[src/cfg_msg_pkg.sv]
// Shared constants and a helper function for the configuration message link
package cfg_msg_pkg;

  // ----------------------------------------------------------------
  // Control token codes
  // ----------------------------------------------------------------
  localparam logic [7:0] TOK_WRITE = 8'hC0;  // 192
  localparam logic [7:0] TOK_READ  = 8'hC1;  // 193
  localparam logic [7:0] TOK_END   = 8'h01;
  localparam logic [7:0] TOK_ACK   = 8'h03;
  localparam logic [7:0] TOK_NACK  = 8'h04;

  // ----------------------------------------------------------------
  // Field sizes in bytes, minus one (counter end values)
  // ----------------------------------------------------------------
  localparam logic [2:0] RID_LAST  = 3'h2;
  localparam logic [2:0] REG_LAST  = 3'h1;
  localparam logic [2:0] DATA_LAST = 3'h3;

  // ----------------------------------------------------------------
  // Reply suppression and endpoint addressing
  // ----------------------------------------------------------------
  localparam logic [7:0]  RID_NO_REPLY = 8'hFF;
  localparam logic [15:0] TILE_EP_LO   = 16'hC20C;
  localparam logic [15:0] NODE_EP_LO   = 16'hC30C;

  // ----------------------------------------------------------------
  // Local processor status resource identifier
  // ----------------------------------------------------------------
  localparam int unsigned PS_SHIFT = 8;
  localparam logic [7:0]  PS_CODE  = 8'h0B;

  function automatic logic [31:0] ps_resource_id(input logic [15:0] reg_num);
    ps_resource_id = (32'(reg_num) << PS_SHIFT) | 32'(PS_CODE);
  endfunction : ps_resource_id

endpackage : cfg_msg_pkg

[src/cfg_link_if.sv]
// Token link between a requesting channel-end and a configuration agent
`timescale 1ns/1ps
interface cfg_link_if;
  logic        req_valid;
  logic        req_ctrl;
  logic [7:0]  req_data;
  logic [31:0] req_dest;
  logic        req_ready;
  logic        rsp_valid;
  logic        rsp_ctrl;
  logic [7:0]  rsp_data;
  logic [23:0] rsp_dest;
  logic        rsp_ready;

  modport agent (
    input  req_valid, req_ctrl, req_data, req_dest, rsp_ready,
    output req_ready, rsp_valid, rsp_ctrl, rsp_data, rsp_dest
  );

  modport requester (
    output req_valid, req_ctrl, req_data, req_dest, rsp_ready,
    input  req_ready, rsp_valid, rsp_ctrl, rsp_data, rsp_dest
  );
endinterface : cfg_link_if

[src/cfg_agent.sv]
// Configuration agent: decodes token messages and answers those addressed to it, except reply-free writes
`timescale 1ns/1ps
module cfg_agent
  import cfg_msg_pkg::*;
#(
  parameter logic        IS_NODE = 1'b0,
  parameter logic [15:0] OWN_ID  = 16'h0000
)(
  input  wire logic        sys_clk,
  input  wire logic        reset,
  cfg_link_if.agent        link,
  output logic             cfg_valid,
  output logic             cfg_write,
  output logic [15:0]      cfg_addr,
  output logic [31:0]      cfg_wdata,
  input  wire logic        cfg_ok,
  input  wire logic [31:0] cfg_rdata
);

  // ----------------------------------------------------------------
  // State
  // ----------------------------------------------------------------
  typedef enum logic [8:0] {
    A_IDLE  = 9'b000000001,
    A_RID   = 9'b000000010,
    A_REG   = 9'b000000100,
    A_DATA  = 9'b000001000,
    A_END   = 9'b000010000,
    A_ACT   = 9'b000100000,
    A_HDR   = 9'b001000000,
    A_RDATA = 9'b010000000,
    A_TAIL  = 9'b100000000
  } agent_state_t;

  typedef struct packed {
    agent_state_t st;
    logic [2:0]   cnt;
    logic         wr;
    logic         dest_ok;
    logic [23:0]  rid;
    logic [15:0]  regn;
    logic [31:0]  data;
    logic         ok;
  } agent_regs_t;

  agent_regs_t s_q;
  agent_regs_t s_d;

  logic [31:0] own_ep;
  logic        tok_ctrl;
  logic        tok_data;

  // Endpoint this agent answers to
  assign own_ep = {OWN_ID, IS_NODE ? NODE_EP_LO : TILE_EP_LO};

  assign tok_ctrl = link.req_valid && link.req_ready && link.req_ctrl;
  assign tok_data = link.req_valid && link.req_ready && !link.req_ctrl;

  // ----------------------------------------------------------------
  // Outputs held in flops
  // ----------------------------------------------------------------
  assign cfg_write     = s_q.wr;
  assign cfg_addr      = s_q.regn;
  assign cfg_wdata     = s_q.data;
  assign link.rsp_dest = s_q.rid;

  // ----------------------------------------------------------------
  // Next state
  // ----------------------------------------------------------------
  always_comb begin
    s_d            = s_q;
    cfg_valid      = 1'b0;
    link.req_ready = 1'b0;
    link.rsp_valid = 1'b0;
    link.rsp_ctrl  = 1'b0;
    link.rsp_data  = 8'h00;
    case (s_q.st)

      // Wait for an opening token; stray data is swallowed
      A_IDLE: begin
        link.req_ready = 1'b1;
        if (tok_ctrl && (link.req_data == TOK_WRITE || link.req_data == TOK_READ)) begin
          s_d.wr      = (link.req_data == TOK_WRITE);
          s_d.dest_ok = (link.req_dest == own_ep);
          s_d.cnt     = '0;
          s_d.st      = A_RID;
        end
      end

      // Reply identifier, three bytes
      A_RID: begin
        link.req_ready = 1'b1;
        if (tok_ctrl) begin
          s_d.st = A_IDLE;
        end else if (tok_data) begin
          s_d.rid = {s_q.rid[15:0], link.req_data};
          s_d.cnt = s_q.cnt + 3'h1;
          if (s_q.cnt == RID_LAST) begin
            s_d.cnt = '0;
            s_d.st  = A_REG;
          end
        end
      end

      // Register number, two bytes
      A_REG: begin
        link.req_ready = 1'b1;
        if (tok_ctrl) begin
          s_d.st = A_IDLE;
        end else if (tok_data) begin
          s_d.regn = {s_q.regn[7:0], link.req_data};
          s_d.cnt  = s_q.cnt + 3'h1;
          if (s_q.cnt == REG_LAST) begin
            s_d.cnt = '0;
            s_d.st  = s_q.wr ? A_DATA : A_END;
          end
        end
      end

      // Write data, four bytes
      A_DATA: begin
        link.req_ready = 1'b1;
        if (tok_ctrl) begin
          s_d.st = A_IDLE;
        end else if (tok_data) begin
          s_d.data = {s_q.data[23:0], link.req_data};
          s_d.cnt  = s_q.cnt + 3'h1;
          if (s_q.cnt == DATA_LAST) s_d.st = A_END;
        end
      end

      // Closing token; malformed or misdirected messages are dropped
      A_END: begin
        link.req_ready = 1'b1;
        if (tok_ctrl && link.req_data == TOK_END && s_q.dest_ok) begin
          s_d.st = A_ACT;
        end else if (tok_ctrl || tok_data) begin
          s_d.st = A_IDLE;
        end
      end

      // One-cycle access to the configuration logic
      A_ACT: begin
        cfg_valid = 1'b1;
        s_d.ok    = cfg_ok;
        if (!s_q.wr) s_d.data = cfg_rdata;
        s_d.cnt = '0;
        if (s_q.wr && s_q.rid[7:0] == RID_NO_REPLY) begin
          s_d.st = A_IDLE;
        end else begin
          s_d.st = A_HDR;
        end
      end

      // Status token of the reply
      A_HDR: begin
        link.rsp_valid = 1'b1;
        link.rsp_ctrl  = 1'b1;
        link.rsp_data  = s_q.ok ? TOK_ACK : TOK_NACK;
        if (link.rsp_ready) begin
          s_d.st = (s_q.ok && !s_q.wr) ? A_RDATA : A_TAIL;
        end
      end

      // Read data, most significant byte first
      A_RDATA: begin
        link.rsp_valid = 1'b1;
        link.rsp_data  = s_q.data[31:24];
        if (link.rsp_ready) begin
          s_d.data = {s_q.data[23:0], 8'h00};
          s_d.cnt  = s_q.cnt + 3'h1;
          if (s_q.cnt == DATA_LAST) s_d.st = A_TAIL;
        end
      end

      // Closing token of the reply
      A_TAIL: begin
        link.rsp_valid = 1'b1;
        link.rsp_ctrl  = 1'b1;
        link.rsp_data  = TOK_END;
        if (link.rsp_ready) s_d.st = A_IDLE;
      end

      default: s_d.st = A_IDLE;
    endcase
  end

  // ----------------------------------------------------------------
  // State register
  // ----------------------------------------------------------------
  always_ff @(posedge sys_clk) begin
    if (reset) begin
      s_q    <= '0;
      s_q.st <= A_IDLE;
    end else begin
      s_q <= s_d;
    end
  end

endmodule : cfg_agent

[src/flat_wrapper.sv]
// flat-port wrapper written by rule: the top's interface ports become plain ports
module cfg_agent_flat import cfg_msg_pkg::*;
#(
  parameter logic        IS_NODE = 1'b0,
  parameter logic [15:0] OWN_ID  = 16'h0000
)
  (sys_clk, reset, cfg_valid, cfg_write, cfg_addr, cfg_wdata, cfg_ok, cfg_rdata, link_req_valid, link_req_ctrl, link_req_data, link_req_dest, link_rsp_ready, link_req_ready, link_rsp_valid, link_rsp_ctrl, link_rsp_data, link_rsp_dest);
  cfg_link_if link_i ();
  input  wire logic sys_clk;
  input  wire logic reset;
  output logic cfg_valid;
  output logic cfg_write;
  output logic [15:0] cfg_addr;
  output logic [31:0] cfg_wdata;
  input  wire logic cfg_ok;
  input  wire logic [31:0] cfg_rdata;
  input wire logic [$bits(link_i.req_valid)-1:0] link_req_valid;
  input wire logic [$bits(link_i.req_ctrl)-1:0] link_req_ctrl;
  input wire logic [$bits(link_i.req_data)-1:0] link_req_data;
  input wire logic [$bits(link_i.req_dest)-1:0] link_req_dest;
  input wire logic [$bits(link_i.rsp_ready)-1:0] link_rsp_ready;
  output wire logic [$bits(link_i.req_ready)-1:0] link_req_ready;
  output wire logic [$bits(link_i.rsp_valid)-1:0] link_rsp_valid;
  output wire logic [$bits(link_i.rsp_ctrl)-1:0] link_rsp_ctrl;
  output wire logic [$bits(link_i.rsp_data)-1:0] link_rsp_data;
  output wire logic [$bits(link_i.rsp_dest)-1:0] link_rsp_dest;
  assign link_i.req_valid = link_req_valid;
  assign link_i.req_ctrl = link_req_ctrl;
  assign link_i.req_data = link_req_data;
  assign link_i.req_dest = link_req_dest;
  assign link_i.rsp_ready = link_rsp_ready;
  assign link_req_ready = link_i.req_ready;
  assign link_rsp_valid = link_i.rsp_valid;
  assign link_rsp_ctrl = link_i.rsp_ctrl;
  assign link_rsp_data = link_i.rsp_data;
  assign link_rsp_dest = link_i.rsp_dest;
  cfg_agent #(.IS_NODE(IS_NODE), .OWN_ID(OWN_ID)) u_core (.sys_clk(sys_clk), .reset(reset), .link(link_i), .cfg_valid(cfg_valid), .cfg_write(cfg_write), .cfg_addr(cfg_addr), .cfg_wdata(cfg_wdata), .cfg_ok(cfg_ok), .cfg_rdata(cfg_rdata));
endmodule
[config.mk]
export PLATFORM = sky130hd
export DESIGN_NAME = cfg_agent_flat
export DESIGN_NICKNAME = d
export VERILOG_FILES = /design/src/cfg_msg_pkg.sv /design/src/cfg_link_if.sv /design/src/cfg_agent.sv /design/src/flat_wrapper.sv
export SDC_FILE = /design/constraint.sdc
export NUM_CORES = 1
export LEC_CHECK = 0
export ABC_AREA = 1
export ABC_CLOCK_PERIOD_IN_PS = 1900
export BUFFER_PORTS_ARGS = -buffer_cell sky130_fd_sc_hd__buf_2
export CAP_MARGIN = 20
export CELL_PAD_IN_SITES_DETAIL_PLACEMENT = 1
export CELL_PAD_IN_SITES_GLOBAL_PLACEMENT = 2
export CORE_ASPECT_RATIO = 1.25
export CORE_MARGIN = 1.5
export CORE_UTILIZATION = 24
export DETAILED_ROUTE_END_ITERATION = 16
export GPL_TIMING_DRIVEN = 1
export HOLD_SLACK_MARGIN = 0.05
export PLACE_DENSITY = 0.81
export SYNTH_ARGS = -nofsm -noshare
export SYNTH_HDL_FRONTEND = slang
export SYNTH_SLANG_ARGS = --single-unit
export TNS_END_PERCENT = 50
[constraint.sdc]
create_clock -name sys_clk -period 1.9 [get_ports sys_clk]
set_clock_uncertainty 0.15 [all_clocks]
set_input_delay 0.285 -clock sys_clk [delete_from_list [all_inputs] [get_ports sys_clk]]
set_output_delay 0.285 -clock sys_clk [all_outputs]
set_load 0.02 [all_outputs]
==> impl_metrics.ini <==
[critical_path]
rr_worst_depth = 11
critical_path_class = reg2out
cp-start-kind = flop
crit_path_end = link_rsp_data[4]
reg2reg_to = u_core.s_q[80]
cp_max_fo = 6
startpoint = u_core.s_q[81]
worstReg2RegStart = u_core.s_q[81]
crit_required_ns = 1.46
worst-endpoint-arrival_ns = 1.69
worst_setup_path_end_kind = primary output
ff2ff_setup_slack_ns = -0.22

[pwr]
power_density_mw_per_mm2 = 946
vdd_drop_max_mv = 0.551
p_leak_uw = 0.00306

[cells_and_area]
finalNonFillerCells = 1098
nNetsFinal = 909
drive_gt1_share_pct = 40.4
final_core_util_pct = 35.0
synthToLayoutAreaGrowth_pct = 42.5

[logic_synthesis]
synth_ff_type = dfxtp_1
yosysUniqueCellTypes = 37
synthMuxAreaShare_pct = 0
synth_area_leaders = dfxtp_1 36%, buf_4 12%, nand2_1 9.0%
ys_ff_latch = 87
syn_inst = 668
yosysTopAreaCell = dfxtp_1
synthAdderAreaFrac_pct = 1.04
ys_warn_count = 0
synth_xor_area_share_pct = 0
synth_most_common_cell = nand2_1
syn-cell-area_mm2 = 0.00480
avgSynthCellArea_um2 = 7.18
ys_seq_area_share_pct = 36.3
synth-async-reset-ratio_pct = 0
yosys-top-cells-count = 115 x nand2_1, 87 x dfxtp_1, 80 x inv_1
synth-compound-area-share_pct = 19.2
synth_top_family_by_area = simple AND/OR/NAND/NOR gates
synthSimpleGateAreaFrac_pct = 21.9
synth_nets = 750
synth.top_cell.area_share_pct = 36.3
synth_edf_count = 0

[placement]
io_buffers = 162
dp_hpwl_mm = 12.1
placed_cells = 1039
gp_congestion = 0.831

[timing]
period_needed_ns = 2.12
whs_ns = 0.0543
setup_viol = 95
finalHoldViolations = 0
fin_crit_sh_pct = 112
rsz0062_at_grt = yes
worst_pin_slew_ns = 0.342
slew_viol_final = 0
timing.final.ws_setup_ns = -0.222
max_slew_margin_pct = 77.0
max_freq_mhz = 471
tns_ns = -10.52

[floorplanning]
fp-row-count = 57
die_x_um = 129
io_pins = 163
dieArea_mm2 = 0.0209
core_area_mm2 = 0.0195
initial_core_util_pct = 24.6
chipHeight_um = 161

[global_routing]
grt_pass1_vias = 5014
gr-total-overflow = 0
grt_pass1_wl_mm = 26.7
grt_max_degree = 52
antenna_found_initial = 1
gr-usage-all-layers_pct = 16.6

[routing]
wirelength_mm = 17.2
detail_route.iter0.violations = 238
dr_total_vias = 4905
antenna_left = 0
avgRoutedWirePerCell_um = 15.7
drt-pass1-iter-count = 4
vias_per_cell = 4.47
drc = 0

[cts]
cts_buffers = 9
clk_latency_ns = 0.36
cts_root_buffer = clkbuf_16
tritoncts = built
clock-sinks = 87
cts.clk_slew.worst_paths_ns = 0.07
htreeDepth = 3
clk_path_buf_depth = 2

[flow_run]
max_cap_violations = 0

[run_status]
violations = setup timing
outcome = finished with violations

[min_path]
hold_class = in2reg
cell families (layout without fill, tap and decap cells):
| family | count (synthesis) | count (layout) |
|---|---|---|
| flip-flops | 87 | 87 |
| AND/OR/NAND/NOR | 219 | 219 |
| buffers and inverters | 189 | 353 |
| other | 0 | 1 |
| adder cells (fa/ha/maj) | 4 | 4 |
| AO/OA/AOI/OAI | 169 | 169 |
metrics by stage:
step	total power, µW	worst slack [ns]	cell area, µm²
floorplan	3580	0.000762	4800
global placement	4130	-0.124	5670
detailed placement	4170	-0.160	5670
CTS	6320	-0.241	6550
global route	6840	-0.335	6830
finish	6460	-0.222	6840
critical path: stages (launching register included):
cell,delay (ns)
dfxtp_4,0.36
nor2_4,0.11
nand2_2,0.08
nor2_4,0.15
inv_4,0.08
nor2_8,0.13
inv_4,0.07
buf_12,0.15
nor2_4,0.09
buf_6,0.12
cell usage in the layout (no fill, tap or decap), types with 4 or more instances in the layout:
cell and instances:
buf_2 150, nand2_1 103, dfxtp_1 81, inv_1 76, o21ai_1 56, a21oi_1 48, buf_4 48, a31oi_1 29
nor2_1 26, dlygate4sd3_1 22, buf_6 15, nor2_4 14, o21ai_2 14, nand2_2 13, o21ai_0 13, clkbuf_16 12
nor2_2 10, nor4_1 10, nand3_1 9, nand4_1 9, buf_12 9, nand3_2 7, inv_2 7, nand3_4 4
ha_1 4, dfxtp_2 4
what timing repair did:
| item | 4_1_cts | 5_1_grt |
|---|---|---|
| pin swaps | 12 | 17 |
| hold buffers | 22 | 0 |
| setup endpoints to repair | 98 | 98 |
| resized for setup | 101 | 52 |
| hold endpoints to repair | 22 | 0 |
| setup buffers | 6 | 8 |
| gates cloned | 3 | 4 |
power by group:
group | switching [µW] | total, µW | leakage [µW] | internal (µW)
Sequential | 187 | 2210 | 0.000706 | 2020
Combinational | 1380 | 2360 | 0.00220 | 981
Clock | 856 | 1900 | 0.000145 | 1040
cell type report:
class,count,area [µm²]
inverter,87,340
fill,2429,12700
tap,265,332
clock buffer,9,225
timing repair buffer,250,1830
antenna,1,2.50
clock inverter,7,81.3
sequential,87,1750
multi-input combinational,392,2270
sequential cells by signal, indices dropped and copies added (netlist names):
register              cells
u_core.cfg_wdata         32
u_core.link.rsp_dest     24
u_core.cfg_addr          16
u_core.s_q               14
u_core.cfg_write          1
worst min-delay path by stage:
| stage | start | to | cells after the start |
|---|---|---|---|
| 6_report | cfg_rdata[14] | u_core.cfg_wdata[14] | 3 |
| 5_1_grt | cfg_rdata[18] | u_core.cfg_wdata[18] | 3 |
| 3_5_place_dp | u_core.link.rsp_dest[19] | u_core.link.rsp_dest[19] | 2 |
| 2_1_floorplan | reset | u_core.s_q[76] | 1 |
| 3_3_place_gp | u_core.link.rsp_dest[17] | u_core.link.rsp_dest[17] | 2 |
| 4_1_cts | cfg_rdata[14] | u_core.cfg_wdata[14] | 3 |
metal layers:
layer,global-route usage (%),part of all wire [%],vias to the layer above
li1,-,-,2439
met1,19.9,41,2281
met2,29.0,51,156
met3,3.05,5.3,29
met4,6.72,2.6,0
met5,0,0,-
Power figures use the tool's default switching activity.
